$ cat src/hw/adc_cfg_pkg.sv
// Constants, register map and types for the converter mode and input configuration block.
// Assumes a single system clock; all serial pins are synchronised before use.
package adc_cfg_pkg;

    localparam int ADDR_W = 8;
    localparam int DATA_W = 16;
    localparam int FRAME_BITS = 24;
    localparam int NUM_CONV = 4;
    localparam int SRC_W = 5;

    // Register offsets
    localparam logic [7:0] ADDR_SOFTWARE_REINIT = 8'h00;
    localparam logic [7:0] ADDR_OPERATING_MODE_AND_DIVIDER = 8'h31;
    localparam logic [7:0] ADDR_CROSSPOINT_SELECT_LOW_PAIR = 8'h3a;
    localparam logic [7:0] ADDR_CROSSPOINT_SELECT_HIGH_PAIR = 8'h3b;
    localparam logic [7:0] ADDR_FULL_SCALE_TRIM = 8'h55;

    // Address byte bit that turns a frame into a readback
    localparam int READ_FLAG_BIT = 7;

    // Field positions
    localparam int REINIT_BIT = 0;
    localparam int PRECISION_BIT = 3;
    localparam int INTERLEAVE_LSB = 0;
    localparam int INTERLEAVE_W = 3;
    localparam int CLK_DIV_LSB = 8;
    localparam int CLK_DIV_W = 2;
    localparam int XP_LOW_LSB = 0;
    localparam int XP_HIGH_LSB = 8;
    localparam int TRIM_LSB = 0;
    localparam int TRIM_W = 6;

    // Interleave select codes
    localparam logic [2:0] ILV_SINGLE = 3'h1;
    localparam logic [2:0] ILV_DUAL = 3'h2;
    localparam logic [2:0] ILV_QUAD = 3'h4;

    // Crosspoint source codes, one-hot above bit 0
    localparam logic [4:0] XP_INPUT_1 = 5'h02;
    localparam logic [4:0] XP_INPUT_2 = 5'h04;
    localparam logic [4:0] XP_INPUT_3 = 5'h08;
    localparam logic [4:0] XP_INPUT_4 = 5'h10;

    // Reset values
    localparam logic RST_PRECISION = 1'b0;
    localparam logic [2:0] RST_INTERLEAVE = ILV_QUAD;
    localparam logic [1:0] RST_CLK_DIV = 2'h0;
    localparam logic [5:0] RST_TRIM = 6'h20;
    localparam logic [5:0] TRIM_ZERO = 6'h20;

    // Branches combined per output channel
    localparam logic [3:0] BRANCHES_SINGLE = 4'h8;
    localparam logic [3:0] BRANCHES_DUAL = 4'h4;
    localparam logic [3:0] BRANCHES_QUAD = 4'h2;
    localparam logic [3:0] BRANCHES_PRECISION = 4'h1;

    typedef enum logic [2:0] {
        MODE_SINGLE = 3'b000,
        MODE_DUAL = 3'b001,
        MODE_QUAD = 3'b010,
        MODE_PRECISION = 3'b011,
        MODE_INVALID = 3'b100
    } mode_type;

    typedef logic [NUM_CONV-1:0][SRC_W-1:0] xp_array_type;
    typedef logic [NUM_CONV-1:0][NUM_CONV-1:0] chan_mask_type;
    typedef logic [NUM_CONV-1:0][1:0] input_idx_type;

endpackage

$ cat src/hw/cfg_bus_if.sv
// Carrier between the serial port front end and the register file.
// Both ends sit on the same clock; the write strobe is a one-cycle pulse.
`timescale 1ns/100ps
interface cfg_bus_if;
    logic wr_stb;
    logic [7:0] addr;
    logic [15:0] wdata;
    logic [7:0] rd_addr;
    logic [15:0] rdata;

    modport port (
        output wr_stb,
        output addr,
        output wdata,
        output rd_addr,
        input rdata
    );

    modport regs (
        input wr_stb,
        input addr,
        input wdata,
        input rd_addr,
        output rdata
    );
endinterface

$ cat src/hw/serial_cfg_port.sv
// Serial control port: 24-bit frames, address byte then 16 data bits, MSB first.
// Pins are asynchronous; serial clock must stay well below a quarter of the system clock.
`timescale 1ns/100ps
module serial_cfg_port
    import adc_cfg_pkg::*;
(
    input wire logic i_clk_sys,
    input wire logic i_rst,
    input wire logic i_spi_cs_n,
    input wire logic i_spi_sclk,
    input wire logic i_spi_sdata,
    output logic o_spi_sdout,
    output logic o_spi_sdout_oe_n,
    cfg_bus_if.port bus
);
    import adc_cfg_pkg::*;

    typedef struct packed {
        logic [2:0] cs_s;
        logic [2:0] sck_s;
        logic [1:0] sd_s;
        logic [4:0] cnt;
        logic [23:0] sh_in;
        logic [15:0] sh_out;
        logic rd;
        logic sdo;
        logic oe_n;
        logic wr;
        logic [7:0] addr;
        logic [15:0] wdata;
    } port_state_type;

    localparam port_state_type PORT_RESET = '{cs_s: 3'h7, oe_n: 1'b1, default: '0};

    port_state_type q, d;
    logic cs_rise, sck_rise, sck_fall;

    assign cs_rise = q.cs_s[1] & ~q.cs_s[2];
    assign sck_rise = q.sck_s[1] & ~q.sck_s[2];
    assign sck_fall = ~q.sck_s[1] & q.sck_s[2];

    always_comb begin
        d = q;
        d.wr = 1'b0;
        d.cs_s = {q.cs_s[1:0], i_spi_cs_n};
        d.sck_s = {q.sck_s[1:0], i_spi_sclk};
        d.sd_s = {q.sd_s[0], i_spi_sdata};
        if (cs_rise) begin
            // Only complete 24-bit write frames land
            if (q.cnt == 5'(FRAME_BITS) && !q.rd) begin
                d.wr = 1'b1;
                d.wdata = q.sh_in[15:0];
            end
            d.cnt = 5'h00;
            d.rd = 1'b0;
            d.oe_n = 1'b1;
        end else if (q.cs_s[1]) begin
            d.cnt = 5'h00;
            d.oe_n = 1'b1;
        end else begin
            if (sck_rise) begin
                d.sh_in = {q.sh_in[22:0], q.sd_s[1]};
                if (q.cnt != 5'h1f) begin
                    d.cnt = q.cnt + 5'h01;
                end
                if (q.cnt == 5'h07) begin
                    d.addr = {1'b0, q.sh_in[5:0], q.sd_s[1]};
                    d.rd = q.sh_in[6];
                end
            end
            if (sck_fall && q.rd) begin
                if (q.cnt == 5'h08) begin
                    d.sdo = bus.rdata[15];
                    d.sh_out = {bus.rdata[14:0], 1'b0};
                    d.oe_n = 1'b0;
                end else begin
                    d.sdo = q.sh_out[15];
                    d.sh_out = {q.sh_out[14:0], 1'b0};
                end
            end
        end
    end

    always_ff @(posedge i_clk_sys) begin
        if (i_rst) begin
            q <= PORT_RESET;
        end else begin
            q <= d;
        end
    end

    assign bus.wr_stb = q.wr;
    assign bus.addr = q.addr;
    assign bus.wdata = q.wdata;
    assign bus.rd_addr = q.addr;
    assign o_spi_sdout = q.sdo;
    assign o_spi_sdout_oe_n = q.oe_n;
endmodule

$ cat src/hw/sample_clock_divider.sv
// Sample-rate tick generator: one pulse every 1, 2, 4 or 8 input clocks.
// A new divider code restarts the count so no short period is emitted.
`timescale 1ns/100ps
module sample_clock_divider
    import adc_cfg_pkg::*;
(
    input wire logic i_clk_sys,
    input wire logic i_rst,
    input wire logic [1:0] i_div_code,
    output logic o_tick
);
    import adc_cfg_pkg::*;

    typedef struct packed {
        logic [1:0] code;
        logic [2:0] cnt;
        logic tick;
    } div_state_type;

    localparam div_state_type DIV_RESET = '0;

    div_state_type q, d;
    logic [2:0] last;

    always_comb begin
        last = 3'((4'h1 << i_div_code) - 4'h1);
        d = q;
        d.code = i_div_code;
        d.tick = 1'b0;
        if (q.code != i_div_code) begin
            d.cnt = 3'h0;
        end else if (q.cnt >= last) begin
            d.cnt = 3'h0;
            d.tick = 1'b1;
        end else begin
            d.cnt = q.cnt + 3'h1;
        end
    end

    always_ff @(posedge i_clk_sys) begin
        if (i_rst) begin
            q <= DIV_RESET;
        end else begin
            q <= d;
        end
    end

    assign o_tick = q.tick;
endmodule

$ cat src/hw/adc_mode_input_config.sv
// Top of the converter mode, clock divider, crosspoint and full-scale trim configuration.
// Registers are written and read back over the serial control port only.
`timescale 1ns/100ps

module adc_mode_input_config
    import adc_cfg_pkg::*;
(
    input wire logic i_clk_sys,
    input wire logic i_rst,
    input wire logic i_spi_cs_n,
    input wire logic i_spi_sclk,
    input wire logic i_spi_sdata,
    output logic o_spi_sdout,
    output logic o_spi_sdout_oe_n,
    output adc_cfg_pkg::mode_type o_mode,
    output logic o_mode_valid,
    output logic o_precision_en,
    output logic [2:0] o_interleave_sel,
    output logic [3:0] o_branches_per_chan,
    output adc_cfg_pkg::chan_mask_type o_chan_conv_mask,
    output logic [1:0] o_clk_div_code,
    output logic [3:0] o_clk_div_factor,
    output logic o_sample_tick,
    output adc_cfg_pkg::xp_array_type o_conv_src,
    output adc_cfg_pkg::input_idx_type o_conv_input_idx,
    output logic [3:0] o_conv_src_legal,
    output logic o_xp_conflict,
    output logic [5:0] o_fs_trim_code,
    output logic signed [6:0] o_fs_trim_steps,
    output logic o_reinit_pulse
);
    import adc_cfg_pkg::*;

    typedef struct packed {
        logic reinit;
        logic precision;
        logic [2:0] interleave;
        logic [1:0] clk_div;
        xp_array_type xp;
        logic [5:0] trim;
        mode_type mode;
        logic mode_valid;
        logic [3:0] branches;
        chan_mask_type chan_mask;
        logic [3:0] div_factor;
        input_idx_type idx;
        logic [3:0] legal;
        logic conflict;
        logic signed [6:0] trim_steps;
        logic reinit_pulse;
    } cfg_state_type;

    localparam xp_array_type RST_XP = {XP_INPUT_4, XP_INPUT_3, XP_INPUT_2, XP_INPUT_1};

    localparam cfg_state_type CFG_RESET = '{
        reinit: 1'b0,
        precision: RST_PRECISION,
        interleave: RST_INTERLEAVE,
        clk_div: RST_CLK_DIV,
        xp: RST_XP,
        trim: RST_TRIM,
        mode: MODE_QUAD,
        mode_valid: 1'b1,
        branches: BRANCHES_QUAD,
        chan_mask: {4'h8, 4'h4, 4'h2, 4'h1},
        div_factor: 4'h1,
        idx: {2'h3, 2'h2, 2'h1, 2'h0},
        legal: 4'hf,
        conflict: 1'b0,
        trim_steps: 7'sh00,
        reinit_pulse: 1'b0
    };

    cfg_state_type q, d;
    cfg_bus_if bus ();

    // Mode from the four mutually exclusive bits; any other pattern is flagged
    function automatic mode_type decode_mode(input logic prec, input logic [2:0] ilv);
        mode_type m;
        m = MODE_INVALID;
        if (prec && ilv == 3'h0) begin
            m = MODE_PRECISION;
        end else if (!prec) begin
            unique case (ilv)
                ILV_SINGLE: m = MODE_SINGLE;
                ILV_DUAL: m = MODE_DUAL;
                ILV_QUAD: m = MODE_QUAD;
                default: m = MODE_INVALID;
            endcase
        end
        return m;
    endfunction

    // Source code to input index; illegal codes fall back to input 1
    function automatic logic [1:0] src_to_idx(input logic [4:0] src);
        logic [1:0] idx;
        idx = 2'h0;
        unique case (src)
            XP_INPUT_1: idx = 2'h0;
            XP_INPUT_2: idx = 2'h1;
            XP_INPUT_3: idx = 2'h2;
            XP_INPUT_4: idx = 2'h3;
            default: idx = 2'h0;
        endcase
        return idx;
    endfunction

    function automatic logic src_is_legal(input logic [4:0] src);
        return (src == XP_INPUT_1) || (src == XP_INPUT_2) || (src == XP_INPUT_3) || (src == XP_INPUT_4);
    endfunction

    function automatic logic [15:0] read_reg(input cfg_state_type s, input logic [7:0] addr);
        logic [15:0] v;
        v = 16'h0000;
        unique case (addr)
            ADDR_SOFTWARE_REINIT: v[REINIT_BIT] = s.reinit;
            ADDR_OPERATING_MODE_AND_DIVIDER: begin
                v[PRECISION_BIT] = s.precision;
                v[INTERLEAVE_LSB +: INTERLEAVE_W] = s.interleave;
                v[CLK_DIV_LSB +: CLK_DIV_W] = s.clk_div;
            end
            ADDR_CROSSPOINT_SELECT_LOW_PAIR: begin
                v[XP_LOW_LSB +: SRC_W] = s.xp[0];
                v[XP_HIGH_LSB +: SRC_W] = s.xp[1];
            end
            ADDR_CROSSPOINT_SELECT_HIGH_PAIR: begin
                v[XP_LOW_LSB +: SRC_W] = s.xp[2];
                v[XP_HIGH_LSB +: SRC_W] = s.xp[3];
            end
            ADDR_FULL_SCALE_TRIM: v[TRIM_LSB +: TRIM_W] = s.trim;
            default: v = 16'h0000;
        endcase
        return v;
    endfunction

    serial_cfg_port u_port (
        .i_clk_sys(i_clk_sys),
        .i_rst(i_rst),
        .i_spi_cs_n(i_spi_cs_n),
        .i_spi_sclk(i_spi_sclk),
        .i_spi_sdata(i_spi_sdata),
        .o_spi_sdout(o_spi_sdout),
        .o_spi_sdout_oe_n(o_spi_sdout_oe_n),
        .bus(bus.port)
    );

    assign bus.rdata = read_reg(q, bus.rd_addr);

    always_comb begin
        d = q;
        d.reinit_pulse = 1'b0;

        // Restore one cycle after the write; bit self-clears
        if (q.reinit) begin
            d.reinit = 1'b0;
            d.precision = RST_PRECISION;
            d.interleave = RST_INTERLEAVE;
            d.clk_div = RST_CLK_DIV;
            d.xp = RST_XP;
            d.trim = RST_TRIM;
            d.reinit_pulse = 1'b1;
        end

        // Writes in the restore cycle still land
        if (bus.wr_stb) begin
            unique case (bus.addr)
                ADDR_SOFTWARE_REINIT: begin
                    if (bus.wdata[REINIT_BIT]) begin
                        d.reinit = 1'b1;
                    end
                end
                ADDR_OPERATING_MODE_AND_DIVIDER: begin
                    d.precision = bus.wdata[PRECISION_BIT];
                    d.interleave = bus.wdata[INTERLEAVE_LSB +: INTERLEAVE_W];
                    d.clk_div = bus.wdata[CLK_DIV_LSB +: CLK_DIV_W];
                end
                ADDR_CROSSPOINT_SELECT_LOW_PAIR: begin
                    d.xp[0] = bus.wdata[XP_LOW_LSB +: SRC_W];
                    d.xp[1] = bus.wdata[XP_HIGH_LSB +: SRC_W];
                end
                ADDR_CROSSPOINT_SELECT_HIGH_PAIR: begin
                    d.xp[2] = bus.wdata[XP_LOW_LSB +: SRC_W];
                    d.xp[3] = bus.wdata[XP_HIGH_LSB +: SRC_W];
                end
                ADDR_FULL_SCALE_TRIM: d.trim = bus.wdata[TRIM_LSB +: TRIM_W];
                default: d.reinit = d.reinit;
            endcase
        end

        // Derived outputs follow the stored fields one cycle later
        d.mode = decode_mode(q.precision, q.interleave);
        d.mode_valid = (d.mode != MODE_INVALID);
        d.div_factor = 4'(4'h1 << q.clk_div);
        d.branches = 4'h0;
        d.chan_mask = '0;
        unique case (d.mode)
            MODE_SINGLE: begin
                d.branches = BRANCHES_SINGLE;
                d.chan_mask[0] = 4'hf;
            end
            MODE_DUAL: begin
                d.branches = BRANCHES_DUAL;
                d.chan_mask[0] = 4'h3;
                d.chan_mask[1] = 4'hc;
            end
            MODE_QUAD: begin
                d.branches = BRANCHES_QUAD;
                d.chan_mask = {4'h8, 4'h4, 4'h2, 4'h1};
            end
            MODE_PRECISION: begin
                d.branches = BRANCHES_PRECISION;
                d.chan_mask = {4'h8, 4'h4, 4'h2, 4'h1};
            end
            MODE_INVALID: begin
                d.branches = 4'h0;
                d.chan_mask = '0;
            end
        endcase

        for (int i = 0; i < NUM_CONV; i++) begin
            d.idx[i] = src_to_idx(q.xp[i]);
            d.legal[i] = src_is_legal(q.xp[i]);
        end

        // Interleaved converters of one channel must see one input
        unique case (d.mode)
            MODE_SINGLE: d.conflict = (q.xp[0] != q.xp[1]) || (q.xp[0] != q.xp[2]) || (q.xp[0] != q.xp[3]);
            MODE_DUAL: d.conflict = (q.xp[0] != q.xp[1]) || (q.xp[2] != q.xp[3]);
            MODE_QUAD, MODE_PRECISION, MODE_INVALID: d.conflict = 1'b0;
        endcase

        d.trim_steps = $signed({1'b0, q.trim}) - $signed({1'b0, TRIM_ZERO});

        if (i_rst) begin
            d = CFG_RESET;
        end
    end

    always_ff @(posedge i_clk_sys) begin
        q <= d;
    end

    sample_clock_divider u_div (
        .i_clk_sys(i_clk_sys),
        .i_rst(i_rst),
        .i_div_code(q.clk_div),
        .o_tick(o_sample_tick)
    );

    assign o_mode = q.mode;
    assign o_mode_valid = q.mode_valid;
    assign o_precision_en = q.precision;
    assign o_interleave_sel = q.interleave;
    assign o_branches_per_chan = q.branches;
    assign o_chan_conv_mask = q.chan_mask;
    assign o_clk_div_code = q.clk_div;
    assign o_clk_div_factor = q.div_factor;
    assign o_conv_src = q.xp;
    assign o_conv_input_idx = q.idx;
    assign o_conv_src_legal = q.legal;
    assign o_xp_conflict = q.conflict;
    assign o_fs_trim_code = q.trim;
    assign o_fs_trim_steps = q.trim_steps;
    assign o_reinit_pulse = q.reinit_pulse;
endmodule

$ cat config.mk
export PLATFORM = sky130hd
export DESIGN_NAME = adc_mode_input_config
export DESIGN_NICKNAME = d
export VERILOG_FILES = /design/src/hw/adc_cfg_pkg.sv /design/src/hw/cfg_bus_if.sv /design/src/hw/serial_cfg_port.sv /design/src/hw/sample_clock_divider.sv /design/src/hw/adc_mode_input_config.sv
export SDC_FILE = /design/constraint.sdc
export NUM_CORES = 1
export LEC_CHECK = 0
export ABC_AREA = 1
export BUFFER_PORTS_ARGS = -buffer_cell sky130_fd_sc_hd__buf_2
export CORE_AREA = 2 2 137 139
export CTS_CLUSTER_DIAMETER = 100
export DETAILED_ROUTE_END_ITERATION = 16
export DIE_AREA = 0 0 139 141
export PLACE_DENSITY = 0.56
export SLEW_MARGIN = 20
export SYNTH_ARGS = -nofsm -noshare
export SYNTH_HDL_FRONTEND = slang
export SYNTH_SLANG_ARGS = --single-unit
export TNS_END_PERCENT = 1
$ cat constraint.sdc
create_clock -name i_clk_sys -period 2.2 [get_ports i_clk_sys]
set_clock_uncertainty 0.2 [all_clocks]
set_input_delay 0.22 -clock i_clk_sys [delete_from_list [all_inputs] [get_ports i_clk_sys]]
set_output_delay 0.22 -clock i_clk_sys [all_outputs]
set_load 0.05 [all_outputs]
# Word-level counts from Yosys, hierarchy flattened
# Index checks and enable logic that the tools add are counted.
# word_totals
out_inout_bits	84
inputBits	5
elab_cells	158
regBits	154
# op_classes
muxes	31
n_bitwise	8
n_shift	1
add_sub_neg	4
reduce_logical	36
magnitude_cmp	1
n_eq_ne	37
# op_table
operator	count
2-to-1 mux 33 bit	1
2-to-1 mux 32 bit	1
one-hot mux 2 bit (3 select lines)	5
equality test 5 x 3 -> 1 bit (second input constant)	5
equality test 5 x 4 -> 1 bit (second input constant)	5
equality test 5 bit (second input constant)	5
equality test 7 x 6 -> 1 bit (second input constant)	3
equality test 5 x 2 -> 1 bit (second input constant)	4
2-to-1 mux 10 bit	2
inequality test 5 bit	4
one-hot mux 4 bit (5 select lines)	1
2-to-1 mux 16 bit	1
one-hot mux 4 bit (4 select lines)	1
logical OR 1 bit	15
2-to-1 mux 6 bit	2
one-hot mux 3 bit (4 select lines)	1
equality test 3 x 2 -> 1 bit (second input constant)	3
one-hot mux 3 bit (3 select lines)	1
AND reduction 3 bit	3
OR reduction 3 bit	3
logical NOT 8 bit	1
2-to-1 mux 8 bit	1
one-hot mux 4 bit (2 select lines)	1
OR reduction 2 bit	4
24 further kinds	45

# Logic depth before layout (Yosys ltp)
# Gate-level depths: netlist (run 1).
# logic_depth
word_depth	7
ltp_mapped	10

# Hierarchy
# Synthesis (run 1) repeated with hierarchy kept, for this count alone.
# unflattened
cells_unflattened	996
hier_area_um2	7264.5
# modules_own_cells
mod	area_each_um2	n_inst	cells_each	seq_area_each_um2
adc_mode_input_config	3802.4	1	524	1381.3
serial_cfg_port	3148.0	1	432	1421.4
sample_clock_divider	314.1	1	40	120.1

# Worst setup path after synthesis (run 1)
# OpenSTA, ideal clock, no wires.
# synth_path
kind	register -> register
startpoint	register q, in the netlist o_precision_en
endpoint	register q, in the netlist o_mode[2]
required_time_ps	1888
setup_slack_ps	551
period_less_slack_ps	1649
stages_incl_launch_ff	6
arrival_time_ps	1337
path_cell_list	dfxtp_1 inv_1 nor4_1 a21oi_1 nand3_1 inv_1
# synth_via
elab_chain_len	2
word_cells_on_any_way	3
classes_between	mux: 2; reduce/logical: 1
# synth_lines
item	line_no	text
from (decl)	adc_mode_input_config.sv:74	cfg_state_type q, d;
from (signal assigned)	adc_mode_input_config.sv:240	q <= d;
2-to-1 mux 3 bit / logical AND 1 bit (equally long branches)	adc_mode_input_config.sv:83, adc_mode_input_config.sv:81	
2-to-1 mux 3 bit (*)	adc_mode_input_config.sv:81	if (prec && ilv == 3'h0) begin
# Every way passes the cells marked *; elsewhere a longest branch is shown, timed or not.
# A chain may end at the register's enable or synchronous reset.

# Worst setup path in the final report (run 1)
# layout_path
startpoint	register u_port.q[68] (netlist bit)
endpoint	register u_port.q[29] (netlist bit)
# layout_via
elab_chain_len	2
# layout_lines
item	line_no	text
from (decl)	serial_cfg_port.sv:35	port_state_type q, d;
from (signal assigned)	serial_cfg_port.sv:86	q <= PORT_RESET;
from (signal assigned)	serial_cfg_port.sv:88	q <= d;
equality test 5 x 4 -> 1 bit	serial_cfg_port.sv:72	if (q.cnt == 5'h08) begin
2-to-1 mux 16 bit	serial_cfg_port.sv:72	
# Every way passes these cells.

==> summary.md, run 1 <==
| Metric | Value |
|---|---|
| Status | complete, no violations |
| Global routing's busiest layer | met2 |
| Startpoint types | register |
| Die boundary height | 141 microns |
| Crit path arrival time | 2.02 ns |
| Share of the synthesized area in the top cell type | 44.4% |
| Fillers | 1,948 |
| GRT Total Usage | 15.5% |
| WL/cell | 14.1 microns |
| Routed WL | 15.0 mm |
| Int Pwr | 0.00438 W |
| Peak VDD IR | 0.550 mV |
| Fin. max-slew vios | 0 |
| Post-Synthesis Cells | 796 |
| IO Port Bufs | 81 |
| Crit end category | register |
| Number of vias per cell | 4.74 |
| R2R cell count | 9 |
| Initial antenna violation count | 0 |
| Final Hold Viols | 0 |
| Via count | 5,049 |
| Share of layout cells above drive strength 1 | 19.0% |
| Hold Path Depth | 2 |
| Pwr dens | 789 nW/um^2 |
| Worst-Skew Late Latency | 0.42 ns |
| Worst-path clk slew | 0.06 ns |
| Psw | 0.00118 W |
| Die ar. | 19,600 sq um |
| Final Core Density | 38.6% |
| Mapped cell area | 6220 sq um |
| Post-synth EDFFs | 0 |
| WP data required | 2.35 ns |
| Yosys warns | 0 |
| TritonRoute pass-1 iters | 4 |
| Nets | 831 |
| Count leader, synth | dfxtp_1 |
| Combinational share of power | 2.2% |
| Crit Path Max Fanout | 17 |
| Number of library cell types mapped by synthesis | 46 |
| # rows | 50 |
| Met2 GRT Util | 24.9% |
| CTS tree | built |
| Share of synthesized registers carrying an async set or reset | 0% |
| Largest net degree at the start of global routing | 64 |
| Detail Placement HPWL | 10.5 mm |
| Achievable clock frequency | 535 MHz |
| Synth top area cells | dfxtp_1, buf_4, nand2_1 |
| Post-route DRC | 0 |
| Clock Power Share | 52.6% |
| Avg Inst Size Synth | 7.82 sq um |
| Number of setup violations in the final report | 0 |
| IO Pins | 89 |
| Sequential area share after synthesis | 44.4% |
| Area of the core | 18,300 sq um |
| CTS sink count | 138 |
| Slack of the critical path | 0.330 ns |
| Post-synth top cells | dfxtp_1, nand2_1, nand3_1 |
| Initial Util | 34.1% |
| Grt met1 use | 20.7% |
| Initial DRC Count | 419 |
| Antenna viol nets, final | 0 |
| Max H-tree Level | 4 |
| Area Overhead vs Synth | 13.3% |
| Grt ovf | 0 |
| Crit path time final | 1.87 ns |
| First-pass GRT wire length | 24.1 mm |
| RSZ-0062 raised after global routing | no |
| Worst Path Class, Setup | register to register |
| Fraction of power spent switching nets | 21.3% |
| Max cap viols | 0 |
| Lkg Pwr | 2.86 nW |
| Hold crit path type | register to register |
| Primary FF master, synth | dfxtp_1 |
| Fraction of the cycle the final worst path needs | 85.0% |
| Flops & latches, synth | 138 |
| Clk root buf | clkbuf_16 |
| Met3 Use GR | 3.77% |
| Vias in the first global route | 4,541 |
| Minimum hold slack | 0.208 ns |
| Sequential power share | 45.2% |
| Post-place setup slack | 0.307 ns |
| CTS Buffer Depth | 2 |
| Synth area leader | dfxtp_1 |
| Total negative slack | 0 ns |
| Gp weighted congestion | 0.833 |
| Die X-Extent | 139 microns |
| # diodes | 0 |
| Cts bufs inserted | 17 |
-- per-layer routing --
layer | vias to the layer above | share of wire [%] | routed length [microns]
met4 | 0 | 1.4 | 214
met1 | 2314 | 48 | 7130
met2 | 120 | 46 | 6960
met5 | - | 0 | 0
met3 | 19 | 4.5 | 680
li1 | 2596 | - | -
-- worst max-delay path, cell delays in order, from the launching register on --
cell      delay [ns]
dfxtp_1         0.31
inv_1           0.11
ha_1            0.16
nand3_1         0.09
inv_2           0.10
nand2_4         0.13
nor2_2          0.37
inv_1           0.07
o21bai_1        0.16
a21oi_1         0.11
-- area by class of cell --
type | instances | area [sq um] | area share, %
multi-input cells | 473 | 2440 | 34.6
flip-flops and latches | 138 | 2760 | 39.2
clock buffers | 21 | 460 | 6.53
inverters | 82 | 309 | 4.38
repair buffers | 107 | 643 | 9.12
well taps | 234 | 293 | 4.15
clock inverters | 11 | 145 | 2.06
-- placed cells by master, fill, tap and decap left out, types with 3 or more instances in the layout --
cell type	count
dfxtp_1	138
buf_4	17
inv_1	76
buf_2	81
o21ai_1	6
inv_2	4
dlygate4sd3_1	7
a31oi_1	3
a211oi_1	8
nor2_4	6
clkinvlp_4	3
nand2_2	5
nand3_1	81
nand2_1	115
a221oi_1	7
clkbuf_16	17
o21ai_0	52
clkinv_2	4
nand4_1	16
xnor2_1	6
a21oi_1	59
conb_1	7
bufinv_16	3
or2_2	4
o211ai_1	5
nor2_1	59
ha_1	7
nor3_1	6
-- cell families after synthesis --
logic type	share of synthesized area (%)
other cells	0.0602
xor+xnor	0.985
flops	44.4
compound gates	12.8
simple gates	23.5
buf+inv	16.8
fa+ha+maj	1.41
-- registers in the layout, indices dropped and copies added, names as in the netlist, 4 cells and up --
signal / flops
u_div.q: 5
u_port.bus.addr: 7
o_conv_input_idx: 8
u_port.bus.wdata: 11
o_branches_per_chan: 4
o_conv_src_legal: 4
o_chan_conv_mask: 5
o_fs_trim_code: 6
o_fs_trim_steps: 6
o_clk_div_factor: 4
u_port.d: 5
o_conv_src: 20
u_port.q: 37
-- through the flow --
stage,instances,instance area (sq um),total power (W)
after floorplan,802,6250,0.00266
after global routing,1066,7050,0.00574
final,1066,7050,0.00556
after CTS,1066,7050,0.00564
after detailed placement,1027,6380,0.00268
after global placement,1027,6380,0.00268
-- worst paths after layout --
| check | start | to | slack, ns |
|---|---|---|---|
| worst max register to register | u_port.q[68]$_SDFFE_PP0P_ | u_port.q[29]$_SDFFE_PP0P_ | 0.33 |
| worst max-delay path | u_port.q[68]$_SDFFE_PP0P_ | u_port.q[29]$_SDFFE_PP0P_ | 0.33 |
| worst min register to register | u_port.d[74]$_SDFF_PP0_ | u_port.q[74]$_SDFF_PP0_ | 0.21 |
| worst min-delay path | u_port.d[74]$_SDFF_PP0_ | u_port.q[74]$_SDFF_PP0_ | 0.21 |
-- power by group through the flow --
stage / logic, W / clock network (W) / registers [W]
CTS: 0.000125 / 0.00300 / 0.00251
global placement: 0.000115 / 0 / 0.00257
finish: 0.000124 / 0.00293 / 0.00251
detailed placement: 0.000115 / 0 / 0.00257
floorplan: 0.0000935 / 0 / 0.00257
global route: 0.000138 / 0.00309 / 0.00251
-- timing repair --
item	4_1_cts	5_1_grt
buffers inserted	0	0
gates resized for setup	0	0
hold buffers	7	0
endpoints found under the hold margin	6	0
Power figures use the tool's default switching activity.
==> inputs of run 2 (changes only) <==
CORE_AREA = 2 2 125 152   (was 2 2 137 139)
DIE_AREA = 0 0 127 154   (was 0 0 139 141)
==> summary.md, run 2 (synthesis gave the netlist of run 1 again) <==
| Metric | Value |
|---|---|
| Int Pwr | 0.00487 W |
| Share of layout cells above drive strength 1 | 18.9% |
| Final Hold Viols | 0 |
| Hold_sp | u_port.d[74]$_SDFF_PP0_ |
| IO Port Bufs | 81 |
| Vias in the first global route | 4,592 |
| Combinational share of power | 2.0% |
| Die boundary height | 154 microns |
| Crit end category | register |
| Area of the core | 18,000 sq um |
| Gp weighted congestion | 0.881 |
| Crit Path Max Fanout | 17 |
| Max reg flops | 37 |
| Minimum hold slack | 0.202 ns |
| # diodes | 0 |
| WL/cell | 14.3 microns |
| Routed WL | 15.1 mm |
| Largest stage delay, worst path | 0.35 ns |
| Fillers | 1,816 |
| Worst-path clk slew | 0.06 ns |
| Most common cell after layout, fill and taps aside | dfxtp_1 |
| RSZ-0062 raised after global routing | no |
| Clk root buf | clkbuf_16 |
| Max cap viols | 0 |
| Most frequent cells in the layout | dfxtp_1, nand2_1, nand3_1, buf_2, inv_1 |
| Dpl cells | 1,014 |
| GRT Total Usage | 15.7% |
| Cts bufs inserted | 17 |
| Antenna viol nets, final | 0 |
| Via count | 5,025 |
| Area Overhead vs Synth | 13.7% |
| Number of setup violations in the final report | 0 |
| Clock Power Share | 56.5% |
| Startpoint types | register |
| Post-route DRC | 0 |
| Total negative slack | 0 ns |
| # rows | 54 |
| Die X-Extent | 127 microns |
| Crit path launch | u_port.q[68]$_SDFFE_PP0P_ |
| Sequential power share | 41.6% |
| Lkg Pwr | 2.88 nW |
| Fraction of the cycle the final worst path needs | 84.2% |
| Crit path time final | 1.85 ns |
| Achievable clock frequency | 540 MHz |
| Peak VDD IR | 0.525 mV |
| CTS tree | built |
| Detail Placement HPWL | 10.7 mm |
| TritonRoute pass-1 iters | 4 |
| Worst-Skew Late Latency | 0.43 ns |
| Fin cells | 1,050 |
| Highest-delay cell along the critical path | nor2_2 |
| Hold crit path type | register to register |
| Initial Util | 34.6% |
| IO Pins | 89 |
| Number of vias per cell | 4.79 |
| Psw | 0.00118 W |
| Nets | 825 |
| Pwr dens | 854 nW/um^2 |
| Largest Register | u_port.q |
| Initial DRC Count | 351 |
| WP data required | 2.36 ns |
| CTS Buffer Depth | 2 |
| Largest net degree at the start of global routing | 52 |
| Fin. max-slew vios | 0 |
| CTS sink count | 138 |
| Worst Path Class, Setup | register to register |
| Post-cts sizing count | 0 |
| Status | complete, no violations |
| Initial antenna violation count | 0 |
| Fraction of power spent switching nets | 19.5% |
| First-pass GRT wire length | 24.1 mm |
| Critical R2R Launch | u_port.q[68]$_SDFFE_PP0P_ |
| Crit path arrival time | 2.01 ns |
| Die ar. | 19,600 sq um |
| Grt ovf | 0 |
| Critical path cell sequence | inv_1 -> ha_1 -> nand3_1 -> inv_2 -> nand2_4 -> nor2_2 -> o21ai_0 -> a21oi_1 |
| Max H-tree Level | 4 |
-- run 2: cell count changes in the layout (fill, tap and decap cells not counted), moves of 2 or more --
cell / before / now
bufinv_16: 3 / 7
dlygate4sd3_1: 7 / 4
clkinv_2: 4 / 2
buf_4: 17 / 15
-- run 2: timing repair --
action                    CTS  global route
setup buffers               0             0
hold endpoints to repair    5             0
hold buffers                4             0
-- run 2: worst max-delay path, delay by kind of cell (launching register included) --
kind                       cells  cell delay [ns]
buffers and inverters          2             0.21
adders and majority gates      1             0.16
AOI/OAI and AO/OA              2             0.35
DFF                            1             0.31
and+or+nand+nor                3             0.57
-- run 2: power groups by stage --
| stage | Combinational, W | Sequential, W | Clock, W |
|---|---|---|---|
| 2_1_floorplan | 0.0000935 | 0.00257 | 0 |
| 3_3_place_gp | 0.000115 | 0.00257 | 0 |
| 3_5_place_dp | 0.000115 | 0.00257 | 0 |
| 4_1_cts | 0.000120 | 0.00251 | 0.00347 |
| 5_1_grt | 0.000131 | 0.00251 | 0.00359 |
| 6_report | 0.000119 | 0.00251 | 0.00341 |
-- run 2: path summary, 6_finish.rpt --
kind	cells after the start	to	slack, ns
max reg2reg	8	u_port.q[31]$_SDFFE_PP0P_	0.35
min reg2reg	2	u_port.q[74]$_SDFF_PP0_	0.20
max	8	u_port.q[31]$_SDFFE_PP0P_	0.35
min	2	u_port.q[74]$_SDFF_PP0_	0.20
-- run 2: layout make-up --
type | count | area (sq um) | area share [%]
Clock buffer | 21 | 470 | 6.65
Timing Repair Buffer | 101 | 578 | 8.17
Clock inverter | 11 | 239 | 3.38
Tap cell | 224 | 280 | 3.96
Inverter | 82 | 309 | 4.37
Multi-Input combinational cell | 473 | 2440 | 34.5
Sequential cell | 138 | 2760 | 39.0
-- run 2: per-stage QoR --
step                cell area [sq um]  util [%]  setup WS (ns)  total power (W)
global placement                 6330      35.2          0.400          0.00268
detailed placement               6330      35.2          0.324          0.00268
finish                           7080      39.4          0.348          0.00604
global route                     7080      39.4          0.142          0.00623
CTS                              7080      39.4          0.314          0.00610
floorplan                        6250         -          0.551          0.00266
-- run 2: per-layer routing --
metal / global-route usage (%) / vias to the layer above / share of wire, %
met1: 19.1 / 2271 / 44
met4: 7.06 / 0 / 2.9
met2: 26.2 / 134 / 49
met5: 0 / - / 0
li1: - / 2585 / -
met3: 4.07 / 35 / 4.2
==> inputs of run 3 (changes only) <==
PLACE_DENSITY = 0.57   (was 0.56)
clock period = 1.65 ns   (was 2.2 ns; I/O delays follow)
==> summary.md, run 3 (synthesis gave the netlist of run 1 again) <==
| Metric | Value |
|---|---|
| Startpoint types | register |
| Max cap viols | 0 |
| Worst-path clk slew | 0.05 ns |
| CTS sink count | 138 |
| Cts bufs inserted | 17 |
| Area of the core | 18,000 sq um |
| Power Total | 0.00790 W |
| Pwr dens | 1050 nW/um^2 |
| Gp weighted congestion | 0.851 |
| Largest stage delay, worst path | 0.33 ns |
| Fillers | 1,833 |
| Crit path launch | u_port.q[69]$_SDFFE_PP0P_ |
| Fin area | 7540 sq um |
| IO Port Bufs | 81 |
| Die boundary height | 154 microns |
| Slack of the critical path | 0.00943 ns |
| Number of vias per cell | 4.76 |
| Critical path cell sequence | ha_4 -> nand2_2 -> nor2_1 -> ha_2 -> inv_2 -> nand2_4 -> nor4_4 -> o21ai_1 -> a21oi_1 |
| Initial Util | 34.6% |
| Grt ovf | 0 |
| Post-place setup slack | -0.0422 ns |
| Crit end category | register |
| Max reg flops | 37 |
| Status | complete, no violations |
| Int Pwr | 0.00634 W |
| Area Overhead vs Synth | 21.2% |
| Worst Setup EP | u_port.q[71]$_SDFFE_PP0P_ |
| Most common cell after layout, fill and taps aside | dfxtp_1 |
| Psw | 0.00156 W |
| Largest net degree at the start of global routing | 52 |
| GRT Total Usage | 16.0% |
| Fin. max-slew vios | 0 |
| WL/cell | 14.1 microns |
| Worst-Skew Late Latency | 0.42 ns |
| TritonRoute pass-1 iters | 5 |
| Highest-delay cell along the critical path | dfxtp_2 |
| First-pass GRT wire length | 24.6 mm |
| Area of the multi-input gates | 2490 sq um |
| Combinational share of power | 2.2% |
| Antenna viol nets, final | 0 |
| Routed WL | 15.6 mm |
| Crit Path Max Fanout | 5 |
| Number of setup violations in the final report | 0 |
| Detail Placement HPWL | 11.1 mm |
| Hold crit path type | register to register |
| Sequential power share | 42.4% |
| Clock Power Share | 55.4% |
| Largest Register | u_port.q |
| FF+latch area | 2770 sq um |
| # rows | 54 |
| Peak VDD IR | 0.676 mV |
| Fraction of the cycle the final worst path needs | 99.4% |
| RSZ-0062 raised after global routing | yes |
| Critical R2R Launch | u_port.q[69]$_SDFFE_PP0P_ |
| # diodes | 0 |
| CTS tree | built |
| Vias in the first global route | 4,850 |
| Achievable clock frequency | 610 MHz |
| Die X-Extent | 127 microns |
| IO Pins | 89 |
| R2R cell count | 9 |
| Max H-tree Level | 4 |
| WP data required | 1.81 ns |
| Most frequent cells in the layout | dfxtp_1, nand2_1, nand3_1 |
| Post-route DRC | 0 |
| Crit path arrival time | 1.80 ns |
| Initial antenna violation count | 0 |
| Die ar. | 19,600 sq um |
| Fraction of power spent switching nets | 19.8% |
| Total negative slack | 0 ns |
| Fin cells | 1,101 |
| Dpl cells | 1,059 |
| Nets | 876 |
| R2R setup slack | 0.009 ns |
| Lkg Pwr | 3.16 nW |
| Via count | 5,240 |
| Final Hold Viols | 0 |
| Initial DRC Count | 422 |
| Clk root buf | clkbuf_16 |
| Placed inst area | 6690 sq um |
| Crit path time final | 1.64 ns |
| Share of layout cells above drive strength 1 | 25.2% |
| Worst R2R End | u_port.q[71]$_SDFFE_PP0P_ |
| Worst Path Class, Setup | register to register |
| CTS Buffer Depth | 2 |
[run 3: cell type report]
class                      count  share of cell area, %
clock inverter                12                   2.87
timing repair buffer         152                   13.3
sequential                   138                   36.7
clock buffer                  20                   6.19
multi-input combinational    473                   33.1
inverter                      82                   4.16
tap                          224                   3.72
[run 3: what timing repair did]
item | 4_1_cts | 5_1_grt
resized for setup | 7 | 28
hold buffers | 4 | 0
setup buffers | 0 | 6
setup endpoints to repair | 5 | 48
pin swaps | 0 | 9
hold endpoints to repair | 6 | 0
[run 3: how the worst min path moves through the flow]
| stage | slack [ns] | depth (start not counted) | end | start |
|---|---|---|---|---|
| 3_5_place_dp | 0.15 | 2 | u_port.d[79]$_SDFF_PP1_ | i_spi_cs_n |
| 3_3_place_gp | 0.15 | 2 | u_port.d[79]$_SDFF_PP1_ | i_spi_cs_n |
| 5_1_grt | 0.22 | 2 | u_port.q[74]$_SDFF_PP0_ | u_port.d[74]$_SDFF_PP0_ |
| 6_report | 0.20 | 2 | u_port.d[77]$_SDFF_PP0_ | u_port.d[76]$_SDFF_PP0_ |
| 4_1_cts | 0.20 | 2 | u_port.d[77]$_SDFF_PP0_ | u_port.d[76]$_SDFF_PP0_ |
| 2_1_floorplan | 0.07 | 1 | u_port.d[79]$_SDFF_PP1_ | i_spi_cs_n |
[run 3: power by group through the flow]
stage | Combinational (W) | Clock (W) | Sequential (W)
after floorplan | 0.000125 | 0 | 0.00343
after global placement | 0.000163 | 0 | 0.00342
after detailed placement | 0.000163 | 0 | 0.00342
after CTS | 0.000174 | 0.00445 | 0.00335
after global routing | 0.000192 | 0.00459 | 0.00335
final | 0.000175 | 0.00438 | 0.00335
[run 3: worst max-delay path, delay by kind of cell, from the launching register on]
family / cells / cell delay (ns)
and+or+nand+nor: 4 / 0.45
DFF: 1 / 0.33
adders and majority gates: 2 / 0.32
buffers and inverters: 1 / 0.07
AOI/OAI and AO/OA: 2 / 0.22
[run 3: routing by layer]
metal | routed length [microns] | vias up | part of all wire, % | track usage (%)
li1 | - | 2699 | - | -
met1 | 6820 | 2398 | 44 | 18.7
met2 | 7850 | 118 | 50 | 28.0
met3 | 596 | 25 | 3.8 | 3.93
met4 | 299 | 0 | 1.9 | 6.38
met5 | 0 | - | 0 | 0
[run 3: metrics by stage]
step	hold slack, ns	utilization [%]
after floorplan	0.0688	-
after global placement	0.150	37.2
after detailed placement	0.152	37.2
after CTS	0.200	41.4
after global routing	0.220	42.0
final	0.200	42.0
